<file path="src/design/gie_pkg.sv">
// Shared constants and carrier types for the guest intercept exit logic
package gie_pkg;

  // First exit word, system-management intercept layout
  localparam int SM_ORIGIN_BIT     = 0;
  localparam int SM_SEG_LO         = 10;
  localparam int SM_DIR_BIT        = 32;
  localparam int SM_VALID_BIT      = 33;
  localparam int SM_STR_BIT        = 34;
  localparam int SM_REP_BIT        = 35;
  localparam int SM_OPSZ_LO        = 36;
  localparam int SM_ADSZ_LO        = 39;
  localparam int SM_TF_BIT         = 43;
  localparam int SM_BRP_LO         = 44;
  localparam int SM_PORT_LO        = 48;
  // Task switch layout
  localparam int TS_SEL_LO         = 0;
  localparam int TS_ERR_LO         = 0;
  localparam int TS_INTERRUPT_RETURN_BIT       = 36;
  localparam int TS_FARJMP_BIT     = 38;
  localparam int TS_HAS_ERR_BIT    = 44;
  localparam int TS_RF_BIT         = 48;

  localparam logic [63:0] EXIT_INFO_RESET = 64'h0;
  localparam logic [15:0] PAUSE_RESET     = 16'h0;
  localparam logic [15:0] ELAPSED_MAX     = 16'hffff;

  // Exit reasons reported with the exit pulse
  typedef enum logic [2:0] {
    GIE_EXIT_NONE     = 3'b000,
    GIE_EXIT_MASKABLE_IRQ_LINE     = 3'b001,
    GIE_EXIT_NMI      = 3'b010,
    GIE_EXIT_SMI      = 3'b011,
    GIE_EXIT_VIRQ     = 3'b100,
    GIE_EXIT_TASKSW   = 3'b101,
    GIE_EXIT_FREEZE   = 3'b110,
    GIE_EXIT_SHUTDOWN = 3'b111
  } gie_exit_t;

  typedef enum logic [2:0] {
    GIE_EXIT2_PAUSE = 3'b000
  } gie_unused_t;

  // Description of an I/O instruction in flight
  typedef struct packed {
    logic [15:0] port;
    logic [3:0]  io_breakpoint_matches;
    logic        trap_flag_copy;
    logic        addr_size_sixtyfour;
    logic        addr_size_thirtytwo;
    logic        addr_size_sixteen;
    logic        opsize_thirtytwo;
    logic        opsize_sixteen;
    logic        opsize_eight;
    logic        repeat_prefix;
    logic        string_access;
    logic        is_input;
    logic [2:0]  effective_segment;
    logic [63:0] rip;
  } gie_io_desc_t;

  // Task switch event details
  typedef struct packed {
    logic [15:0] task_state_segment;
    logic [31:0] error_code;
    logic        has_error;
    logic        interrupt_return;
    logic        far_jump;
    logic        resume_flag_copy;
  } gie_task_sw_t;

  // Intercept enables taken from the guest control block
  typedef struct packed {
    logic maskable_irq_line;
    logic nmi;
    logic sysmgmt_interrupt;
    logic virq;
    logic task_sw;
    logic freeze;
    logic shutdown;
    logic pause;
  } gie_icpt_t;

  // Exit result bundle
  typedef struct packed {
    logic        valid;
    gie_exit_t   reason;
    logic        pause_exit;
    logic [63:0] exit_info_first;
    logic [63:0] exit_info_second;
  } gie_exit_rec_t;

endpackage : gie_pkg

</file>
<file path="src/design/gie_intercept.sv">
// Guest intercept exit decision and exit information builder
`timescale 1ns/1ps
`default_nettype none
// What this block does
// - Origin bit zero: internal trap or external
// - I/O description high, pointer second word
// - Non-I/O extra fields undefined, consumers ignore
// - Config lock ignores system-management intercept
// - Port, breakpoints, trap flag, direction fields
// - Valid bit only during I/O instruction
// - Segment, address size, operand, repeat, string
// - Intercepted external interrupt exits, stays pending
// - Interrupts never hit exception intercepts
// - Block NMI and SYSMGMT_INTERRUPT after set-flag
// - Virtual interrupt exit leaves it pending
// - Task switch checked after validity, before change
// - Task switch consults single intercept bit
// - Selector first word, error code second
// - Return, far jump, error code flag bits
// - Resume flag into second word bit
// - Freeze intercept on legacy numeric error
// - Shutdown becomes guest exit
// - Load count on entry, decrement, exit zero
// - Zero count exits every pause except one after a long gap
// - Threshold reload or decrement, exit below zero
// - Zero threshold means simple count mode
module gie_intercept
  import gie_pkg::*;
(
  // Clock and reset
  input  wire logic          clock_i,
  input  wire logic          arst_n_i,
  // Guest control
  input  wire logic          guest_running_i,
  input  wire logic          guest_entry_i,
  input  wire gie_icpt_t     icpt_i,
  input  wire logic [15:0]   pause_count_i,
  input  wire logic [15:0]   pause_threshold_i,
  input  wire logic          threshold_supported_i,
  // Hardware configuration register bit
  input  wire logic          sysmgmt_config_lock_i,
  // Interrupt sources
  input  wire logic          maskable_irq_line_i,
  input  wire logic          nmi_i,
  input  wire logic          sysmgmt_interrupt_i,
  input  wire logic          sysmgmt_irq_origin_i,
  input  wire logic          virq_accept_i,
  input  wire logic          set_interrupt_flag_i,
  input  wire logic          insn_retire_i,
  // I/O instruction in flight
  input  wire logic          io_active_i,
  input  wire gie_io_desc_t  io_desc_i,
  // Task switch
  input  wire logic          task_sw_checked_i,
  input  wire gie_task_sw_t  task_sw_i,
  // Numeric error freeze
  input  wire logic          fp_error_i,
  input  wire logic          ignore_numeric_error_i,
  input  wire logic          numeric_error_mode_i,
  // Shutdown and pause
  input  wire logic          shutdown_i,
  input  wire logic          pause_i,
  // Results
  output gie_exit_rec_t      exit_o,
  output logic               irq_keep_pending_o,
  output logic               virq_keep_pending_o,
  output logic               task_sw_hold_o,
  output logic               guest_state_undefined_o
);

  logic          irq_shadow;
  logic          pause_exit;
  gie_exit_rec_t next_exit;
  logic [63:0]   smi_word1;
  logic [63:0]   smi_word2;
  logic [63:0]   ts_word1;
  logic [63:0]   ts_word2;
  logic          undef_flag;

  gie_pause_filter u_pause (
    .clock_i              (clock_i),
    .arst_n_i             (arst_n_i),
    .guest_entry_i        (guest_entry_i),
    .pause_count_i        (pause_count_i),
    .pause_threshold_i    (pause_threshold_i),
    .threshold_supported_i(threshold_supported_i),
    .pause_i              (pause_i && guest_running_i),
    .pause_icpt_i         (icpt_i.pause),
    .exit_o               (pause_exit)
  );

  // Event qualification. Interrupts route only through these intercepts,
  // never through exception intercepts, whatever their vector.
  wire hit_maskable_irq_line = icpt_i.maskable_irq_line && maskable_irq_line_i;
  wire hit_nmi  = icpt_i.nmi && nmi_i && !irq_shadow;
  wire hit_smi  = icpt_i.sysmgmt_interrupt && sysmgmt_interrupt_i
                  && !sysmgmt_config_lock_i
                  && !irq_shadow;
  wire hit_virq = icpt_i.virq && virq_accept_i;
  // Strobe arrives after validity checks; one enable covers all writes
  wire hit_ts   = icpt_i.task_sw && task_sw_checked_i;
  wire frozen   = fp_error_i && !ignore_numeric_error_i
                  && !numeric_error_mode_i;
  wire hit_frz  = icpt_i.freeze && frozen;
  wire hit_shut = icpt_i.shutdown && shutdown_i;

  wire any_hit  = guest_running_i && (hit_maskable_irq_line || hit_nmi || hit_smi
                  || hit_virq || hit_ts || hit_frz || hit_shut || pause_exit);

  // Interrupt-side pending hints: the source is never consumed on exit
  assign irq_keep_pending_o  = guest_running_i && hit_maskable_irq_line;
  assign virq_keep_pending_o = guest_running_i && hit_virq;
  // Hold the task switch from updating state while it is intercepted
  assign task_sw_hold_o      = guest_running_i && hit_ts;

  // System-management exit words
  always_comb begin
    smi_word1 = EXIT_INFO_RESET;
    smi_word2 = EXIT_INFO_RESET;
    smi_word1[SM_ORIGIN_BIT] = sysmgmt_irq_origin_i;
    if (io_active_i) begin
      smi_word1[SM_PORT_LO +: 16] = io_desc_i.port;
      smi_word1[SM_BRP_LO +: 4]   = io_desc_i.io_breakpoint_matches;
      smi_word1[SM_TF_BIT]        = io_desc_i.trap_flag_copy;
      smi_word1[SM_DIR_BIT]       = io_desc_i.is_input;
      smi_word1[SM_ADSZ_LO +: 3]  = {io_desc_i.addr_size_sixtyfour,
                                     io_desc_i.addr_size_thirtytwo,
                                     io_desc_i.addr_size_sixteen};
      smi_word1[SM_OPSZ_LO +: 3]  = {io_desc_i.opsize_thirtytwo,
                                     io_desc_i.opsize_sixteen,
                                     io_desc_i.opsize_eight};
      smi_word1[SM_REP_BIT]       = io_desc_i.repeat_prefix;
      smi_word1[SM_STR_BIT]       = io_desc_i.string_access;
      smi_word1[SM_SEG_LO +: 3]   = io_desc_i.effective_segment;
      smi_word1[SM_VALID_BIT]     = 1'b1;
      smi_word2                   = io_desc_i.rip;
    end
    // Otherwise extra fields read zero; hypervisor must not rely on them
  end

  // Task switch exit words
  always_comb begin
    ts_word1 = EXIT_INFO_RESET;
    ts_word2 = EXIT_INFO_RESET;
    ts_word1[TS_SEL_LO +: 16] = task_sw_i.task_state_segment;
    if (task_sw_i.has_error)
      ts_word2[TS_ERR_LO +: 32] = task_sw_i.error_code;
    ts_word2[TS_INTERRUPT_RETURN_BIT]    = task_sw_i.interrupt_return;
    ts_word2[TS_FARJMP_BIT]  = task_sw_i.far_jump;
    ts_word2[TS_HAS_ERR_BIT] = task_sw_i.has_error;
    ts_word2[TS_RF_BIT]      = task_sw_i.resume_flag_copy;
  end

  // Fixed priority when several events coincide
  always_comb begin
    next_exit = '0;
    next_exit.reason = GIE_EXIT_NONE;
    if (any_hit) begin
      next_exit.valid = 1'b1;
      if (hit_shut) begin
        next_exit.reason = GIE_EXIT_SHUTDOWN;
      end else if (hit_ts) begin
        next_exit.reason           = GIE_EXIT_TASKSW;
        next_exit.exit_info_first  = ts_word1;
        next_exit.exit_info_second = ts_word2;
      end else if (hit_smi) begin
        next_exit.reason           = GIE_EXIT_SMI;
        next_exit.exit_info_first  = smi_word1;
        next_exit.exit_info_second = smi_word2;
      end else if (hit_nmi) begin
        next_exit.reason = GIE_EXIT_NMI;
      end else if (hit_maskable_irq_line) begin
        next_exit.reason = GIE_EXIT_MASKABLE_IRQ_LINE;
      end else if (hit_frz) begin
        next_exit.reason = GIE_EXIT_FREEZE;
      end else if (hit_virq) begin
        next_exit.reason = GIE_EXIT_VIRQ;
      end else begin
        next_exit.pause_exit = 1'b1;
      end
    end
  end

  always_ff @(posedge clock_i or negedge arst_n_i) begin
    if (!arst_n_i) begin
      exit_o     <= '0;
      irq_shadow <= 1'b0;
      undef_flag <= 1'b0;
    end else begin
      exit_o <= next_exit;
      // Shadow lasts until the next instruction retires
      if (set_interrupt_flag_i)
        irq_shadow <= 1'b1;
      else if (insn_retire_i)
        irq_shadow <= 1'b0;
      // A shutdown exit in the same cycle as an entry keeps the flag set
      if (any_hit && hit_shut)
        undef_flag <= 1'b1;
      else if (guest_entry_i)
        undef_flag <= 1'b0;
    end
  end

  assign guest_state_undefined_o = undef_flag;

endmodule : gie_intercept
`default_nettype wire

</file>
<file path="src/design/gie_pause_filter.sv">
// Pause filter counter with optional cycle threshold
`timescale 1ns/1ps
`default_nettype none
module gie_pause_filter
  import gie_pkg::*;
(
  // Clock and reset
  input  wire logic        clock_i,
  input  wire logic        arst_n_i,
  // Guest entry load
  input  wire logic        guest_entry_i,
  input  wire logic [15:0] pause_count_i,
  input  wire logic [15:0] pause_threshold_i,
  input  wire logic        threshold_supported_i,
  // Pause events
  input  wire logic        pause_i,
  input  wire logic        pause_icpt_i,
  output logic             exit_o
);

  logic [15:0] load_count;
  logic [15:0] load_thresh;
  logic [15:0] count;
  logic        neg;
  logic [15:0] elapsed;
  logic [15:0] next_count;
  logic        next_neg;

  wire adv_mode = threshold_supported_i && (load_thresh != PAUSE_RESET);
  wire long_gap = adv_mode && (elapsed > load_thresh);
  wire at_zero  = (count == PAUSE_RESET);

  // Simple mode exits when counter already zero; advanced on going below zero
  wire simple_exit = !adv_mode && at_zero;
  wire adv_exit    = adv_mode && !long_gap && (at_zero || neg);
  assign exit_o = pause_i && pause_icpt_i && (simple_exit || adv_exit);

  always_comb begin
    next_count = count;
    next_neg   = neg;
    if (pause_i) begin
      if (long_gap) begin
        next_count = load_count;
        next_neg   = 1'b0;
      end else if (!at_zero) begin
        next_count = count - 16'h1;
      end else if (adv_mode) begin
        next_neg = 1'b1;
      end
    end
  end

  always_ff @(posedge clock_i or negedge arst_n_i) begin
    if (!arst_n_i) begin
      load_count  <= PAUSE_RESET;
      load_thresh <= PAUSE_RESET;
      count       <= PAUSE_RESET;
      neg         <= 1'b0;
      elapsed     <= PAUSE_RESET;
    end else if (guest_entry_i) begin
      load_count  <= pause_count_i;
      load_thresh <= pause_threshold_i;
      count       <= pause_count_i;
      neg         <= 1'b0;
      elapsed     <= PAUSE_RESET;
    end else begin
      count   <= next_count;
      neg     <= next_neg;
      // Saturate so a long idle spell still reads as a long gap
      if (pause_i)
        elapsed <= PAUSE_RESET;
      else if (elapsed != ELAPSED_MAX)
        elapsed <= elapsed + 16'h1;
    end
  end

endmodule : gie_pause_filter
`default_nettype wire

</file>
<file path="config.mk">
export PLATFORM = sky130hd
export DESIGN_NAME = gie_intercept
export DESIGN_NICKNAME = d
export VERILOG_FILES = /design/src/design/gie_pkg.sv /design/src/design/gie_intercept.sv /design/src/design/gie_pause_filter.sv
export SDC_FILE = /design/constraint.sdc
export NUM_CORES = 1
export LEC_CHECK = 0
export ABC_CLOCK_PERIOD_IN_PS = 2900
export BUFFER_PORTS_ARGS = -buffer_cell sky130_fd_sc_hd__buf_2
export CORE_AREA = 4 4 143 145
export CTS_CLUSTER_SIZE = 28
export DETAILED_ROUTE_END_ITERATION = 16
export DIE_AREA = 0 0 147 149
export PLACE_DENSITY = 0.85
export SLEW_MARGIN = 10
export SYNTH_ARGS = -nofsm -noshare
export SYNTH_HDL_FRONTEND = slang
export SYNTH_HIERARCHICAL = 1
export SYNTH_SLANG_ARGS = --single-unit
</file>
<file path="constraint.sdc">
create_clock -name clock_i -period 2.9 [get_ports clock_i]
set_input_delay 0.58 -clock clock_i [delete_from_list [all_inputs] [get_ports clock_i]]
set_output_delay 0.58 -clock clock_i [all_outputs]
set_load 0.01 [all_outputs]
</file>
==> Yosys cells after proc, flatten, opt, wreduce, memory -nomap -nowiden <==
Index checks and enable logic that the tools add are counted.
{ "classes": {"addsub": 2, "multipliers": 0, "div_mod_pow": 0, "order_cmp": 1, "eq_ne": 2, "shifts": 0, "muxes": 38, "bitwise_logic": 0, "n_reduce_logical": 50} }
{ "op_table": {"columns": ["op", "n"], "rows": [
  ["$mux W128", 2],
  ["$mux W133", 1],
  ["$mux W129", 1],
  ["$mux W16", 7],
  ["$mux W64", 1],
  ["$mux W32", 1],
  ["$logic_and A1 B1 Y1", 25],
  ["$mux W3", 8],
  ["$mux W21", 1],
  ["$add A16 B1 Y16 const B", 1],
  ["$gt A16 B16 Y1", 1],
  ["$logic_not A16 Y1", 1],
  ["$ne A16 B16 Y1 const B", 1],
  ["$reduce_bool A16 Y1", 1],
  ["$sub A16 B1 Y16 const B", 1],
  ["$mux W1", 15],
  ["$mux W10", 1],
  ["$logic_or A1 B1 Y1", 9],
  ["$reduce_bool A3 Y1", 3],
  ["$logic_not A1 Y1", 6],
  ["$reduce_bool A2 Y1", 3],
  ["$ne A3 B2 Y1 const B", 1],
  ["$reduce_and A3 Y1", 1],
  ["$reduce_and A2 Y1", 1]
]} }
{ "totals": {"register_bits": 200, "latchBits": 0, "ramBits": 0, "mem_bits_ro": 0, "elab_cells": 105, "memories": 0} }

==> Logic depth before layout (Yosys ltp) <==
{ "depth": {"depth_word": 12, "mapped_depth": 13} }

==> Modules after synthesis <==
Netlist, hierarchy kept.
{ "modules_own_cells": {"columns": ["module", "n_inst", "cells_each", "area_per_inst_um2", "seq_area_each_um2"], "rows": [
  ["gie_intercept", 1, 344, 4340.4, 2952.8],
  ["gie_pause_filter", 1, 403, 3792.4, 1626.6]
]} }

==> Least setup slack after synthesis <==
Ideal clock, no wire load.
{ "synth_path": {"kind": "reg2reg", "startpoint": "reg u_pause.elapsed[15]", "endpoint": "reg exit_o[68] in the netlist's numbering", "setup_time_ns": 0.120, "t_arrival_ns": 2.902, "required_time_ns": 2.780, "setup_slack_ns": -0.122, "stages_incl_launch_ff": 13, "synth_period_minus_slack_ns": 3.022, "cell_sequence": "dfrtp_1 > ha_1 > nand4_1 > or3_4 > a211oi_2 > o31a_1 > buf_4 > buf_6 > a211oi_1 > o41ai_4 > inv_2 > buf_2 > and3_1"} }
{ "synth_rtl": {"columns": ["item", "line", "rtl"], "rows": [
  ["start: declaration", "gie_pause_filter.sv:25", "logic [15:0] elapsed;"],
  ["start signal: assignment", "gie_pause_filter.sv:73", "elapsed <= elapsed + 16'h1;"],
  ["end signal: assignment", "gie_intercept.sv:190", "exit_o <= next_exit;"],
  ["end: declaration", "gie_intercept.sv:64", "output gie_exit_rec_t exit_o,"]
]} }

==> Final worst setup path <==
{ "layout_path": {"startpoint": "reg u_pause.load_thresh[13]", "endpoint": "reg u_pause.count[8]"} }
{ "layout_via": {"elab_chain_len": 6, "word_cells_on_any_way": 9, "cone_classes": "order compare: 1; eq/ne: 1; mux: 3; reduce/logical: 4"} }
{ "layout_lines": {"columns": ["item", "line", "rtl"], "rows": [
  ["start: declaration", "gie_pause_filter.sv:22", "logic [15:0] load_thresh;"],
  ["start signal: assignment", "gie_pause_filter.sv:62", "load_thresh <= pause_threshold_i;"],
  ["parallel branches: the longest is 2 deep, another holds $gt A16 B16 Y1", null, null],
  ["$logic_and A1 B1 Y1 *", "gie_pause_filter.sv:30", "wire long_gap = adv_mode && (elapsed > load_thresh);"],
  ["$mux W16", "gie_pause_filter.sv:42", "if (long_gap) begin"],
  ["$mux W16", "gie_pause_filter.sv:41", "if (pause_i) begin"],
  ["$mux W16", "gie_pause_filter.sv:60", "end else if (guest_entry_i) begin"],
  ["end signal: assignment", "gie_pause_filter.sv:63", "count <= pause_count_i;"],
  ["end signal: assignment", "gie_pause_filter.sv:67", "count <= next_count;"],
  ["end: declaration", "gie_pause_filter.sv:23", "logic [15:0] count;"]
]} }
Every way passes the cells marked *. The select of a mux whose other input is x is not followed.
A chain may end at the register's enable or synchronous reset.

==> flow_summary_export.csv <==
group,metric,value,unit
run_status,outcome,"complete, no violations",
synthesis,synth_compound_gate_area_share,13.91,%
sta,setup_viol_count_final,0,
setup_path,worstPathCellList,"inv_1 -> ha_1 -> nand4_1 -> or3_4 -> o31a_1 -> o31a_1 -> buf_4 -> or4b_1 -> a41oi_2",
sta,fin_crit,2.730,ns
floorplanning,core_region_area,0.01921,mm²
synthesis,post_synth_num_cell_types,64,
floorplanning,row_count,51,
synthesis,synth-simple-area-share,17.60,%
power,vdd_drop_max,0.4247,mV
synthesis,yosys_warning_count,6,
min_path,min_path_type,"in2async",
setup_path,critical_path.endpoint_type,"flip-flop",
route,drc,0,
cells_and_area,final_net_count,1314,
clock_tree,tritoncts_num_sinks,183,
floorplanning,die_span_in_x,147,µm
cells_and_area,share_of_layout_cells_above_drive_strength_1,38.00,%
synthesis,dominant_combinational_cell_family_by_area_after_synthesis,"simple AND/OR/NAND/NOR gates",
setup_path,critPathArrivalTime,3.08,ns
cells_and_area,layoutNonFillerInstCount,1366,
global_route,grt-ovfl-total,0,
sta,worstMarginPinSlew,0.7210,ns
route,vias,7042,
synthesis,synth_most_common_cell,"dfrtp_1",
route,drt_pass1_iterations,5,
power,gate_power_share,11.2,%
power,pwr-share-seq,47.3,%
setup_path,worst_r2r_startpoint,"u_pause/load_thresh[13]",
setup_path,path_delay_family,"simple AND/OR/NAND/NOR gates",
route,first_iter_violations,416,
clock_tree,numCtsBuffers,17,
sta,hold_ws,0.1894,ns
global_route,grt_util_all_layers,21.29,%
power,clkPwrFrac,41.5,%
synthesis,synth_top_cell_by_area,"dfrtp_1",
floorplanning,initial_core_util,42.34,%
global_route,grt_start_max_net_pins,90,
clock_tree,path_clk_slew,0.07,ns
floorplanning,design.portCount,346,
synthesis,post_synth_inst_count,747,
sta,unrepaired_setup_endpoints_after_global_routing,"false",
clock_tree,ctsHoldBuffers,0,
synthesis,synth.avg_cell_area,10.89,µm²
setup_path,worstPathRequired,3.25,ns
sta,fmaxAchievable,0.3664,GHz
synthesis,area_of_the_mapped_netlist,0.008133,mm²
sta,worst_max_slew_margin_expressed_relative_to_the_limit,51.93,%
sta,report.final.slew_viol_count,0,
clock_tree,clock_path_buffers,2,
placement,placement.setup.worst_slack,-0.1529,ns
clock_tree,cts.root.buffer_cell,"clkbuf_16",
global_route,antenna_found_initial,3,
setup_path,criticalPathCategory,"reg2reg",
setup_path,cpMostUsedCell,"o31a_1",
synthesis,ys_seq_area_share,56.31,%
synthesis,synth_edf_count,0,
placement,dpl.cell_count,1329,
cells_and_area,fillers,1620,
synthesis,post_synth_fa_ha_maj_area_fraction,2.769,%
clock_tree,tritoncts,"yes",
power,power_switching_share,27.16,%
sta,layout_worst_path_cycle_share,94.13,%
sta,worst_clock_skew,0.01123,ns
route,vias_per_cell,5.155,
setup_path,crit_cells,9,
floorplanning,die_h,149,µm
setup_path,critical_path_s_largest_stage_delay,0.55,ns
placement,placement.io_buffers,328,
synthesis,postSynthRegisterBits,183,
setup_path,cpMaxStageDelayCell,"or4b_1",
global_route,grt_first_pass_wirelength,36830,µm
flow_run,max-cap-violations,0,
floorplanning,die_area,0.02190,mm²
route,route.detailed.wl_per_inst,17.46,µm
route,antenna_left,0,
power,power_density,531.5,mW/mm²
synthesis,synth-async-reset-ratio,100.0,%
setup_path,worst-r2r-cell-count,9,
setup_path,critical_path.n_buffers_inverters,2,
synthesis,synth-xor-area-share,1.723,%
synthesis,post_synth_most_frequent_cells,"dfrtp_1 (183), nor2_1 (73), and2_1 (61), nand2_1 (45), a32oi_1 (34)",
placement,dp_hpwl,18280,µm
power,power.static_leakage,5.734,nW
sta,final_hold_viol_count,0,
global_route,grt_pass1_vias,7023,
synthesis,synth.mux.area_fraction,2.554,%
setup_path,crit_path_launch,"u_pause/load_thresh[13]",
route,total_wire_length,23850,µm
clock_tree,clock_latency,0.43,ns
clock_tree,htree_num_levels,4,
synthesis,synth_top_area_share,56.31,%
power,power.internal,4.196,mW
placement,gp_routability_congestion,0.8270,
power,p_sw,1.564,mW
cells_and_area,area_added_between_synthesis_and_finish,33.26,%
synthesis,synth_ff_type,"dfrtp_1",
setup_path,timing.critical_path.from_type,"flip-flop",
sta,fin_ws,0.1704,ns
synthesis,synth_area_leaders,"dfrtp_1 (56%), and2_1 (4.7%), a32oi_1 (3.7%)",
setup_path,worst-path-max-fanout,20,
-- worst register-to-register path, cell delays in order (launching register included) --
cell and delay [ns]:
dfrtp_1 0.36, inv_1 0.06, ha_1 0.30, nand4_1 0.12
or3_4 0.43, o31a_1 0.26, o31a_1 0.15, buf_4 0.24
or4b_1 0.56, a41oi_2 0.16
-- power by group through the flow --
stage / clock [mW] / sequential, mW / combinational (mW)
after floorplan: 0 / 2.76 / 0.318
final: 2.39 / 2.72 / 0.647
after global routing: 2.56 / 2.74 / 0.720
after CTS: 2.45 / 2.72 / 0.648
after global placement: 0 / 2.77 / 0.614
after detailed placement: 0 / 2.77 / 0.638
-- cell type report --
cell class	count	area (µm²)	area share [%]
timing repair buffer	364	1956	18.04
tap	265	331.6	3.059
sequential	183	4579	42.25
antenna	1	2.502	0.02309
clock buffer	17	425.4	3.925
multi-input combinational	492	3229	29.80
clock inverter	15	205.2	1.893
inverter	29	108.9	1.004
-- final timing paths --
kind | slack (ns) | to
worst max-delay path | 0.17 | u_pause/count[8]
max in group asynchronous | 1.92 | exit_o[9]
min in group clock_i | 0.33 | irq_shadow
worst max register to register | 0.17 | u_pause/count[8]
worst min register to register | 0.51 | u_pause/load_count[14]
worst min-delay path | 0.19 | u_pause/load_count[12]
-- routing by layer --
metal | vias to the layer above | global-route usage, % | part of all wire [%]
li1 | 3288 | - | -
met1 | 3398 | 27.15 | 40
met2 | 299 | 35.47 | 50
met3 | 51 | 5.743 | 7.6
met4 | 6 | 7.176 | 2.1
met5 | - | 0 | 0.18
-- what timing repair did --
action,4_1_cts,5_1_grt
cloned,0,0
endpoints found under the hold margin,0,0
setup buffers,3,1
pin swaps,1,3
setup endpoints to repair,48,49
resized for setup,1,2
-- kinds of logic (layout without fill, tap and decap cells) --
kind of cell,after synthesis,after routing
AO/OA/AOI/OAI,150,150
XOR/XNOR,16,16
adder cells (fa/ha/maj),18,18
buffers and inverters,88,425
flip-flops,183,183
multiplexers,20,20
other,1,18
AND/OR/NAND/NOR,271,271
-- registers in the layout (all words and copies together), names as in the netlist --
| signal | cells |
|---|---|
| u_pause/load_count | 16 |
| u_pause/neg | 1 |
| irq_shadow | 1 |
| u_pause/load_thresh | 16 |
| u_pause/elapsed | 16 |
| u_pause/count | 16 |
| exit_o | 116 |
| guest_state_undefined_o | 1 |
-- stage by stage --
step / utilization, % / TNS (ns) / cell area (µm²) / total power, mW
after floorplan: - / 0 / 8193 / 3.082
after global placement: 52.88 / -0.6491 / 10160 / 3.380
after detailed placement: 52.88 / -2.422 / 10160 / 3.410
after CTS: 56.30 / 0 / 10810 / 5.822
after global routing: 56.41 / 0 / 10840 / 6.020
final: 56.43 / 0 / 10840 / 5.760
-- cell usage in the layout, fill, tap and decap left out, drive strengths merged, types with 3 or more instances in the layout --
cell type / instances
buf: 364
dfrtp: 183
nor2: 73
and2: 62
nand2: 46
inv: 35
a32oi: 34
o21ai: 28
and3: 21
ha: 18
conb: 17
clkbuf: 17
a22oi: 17
a21oi: 15
nand3: 14
mux2i: 14
nor2b: 13
a21o: 11
xor2: 11
nand4: 10
nor4: 8
clkinv: 8
a2bb2oi: 7
o311ai: 7
nor3: 6
mux2: 6
xnor2: 5
or3: 5
a31oi: 4
o211ai: 4
a41oi: 4
a211oi: 4
o21a: 3
o31a: 3
Power figures use the tool's default switching activity.
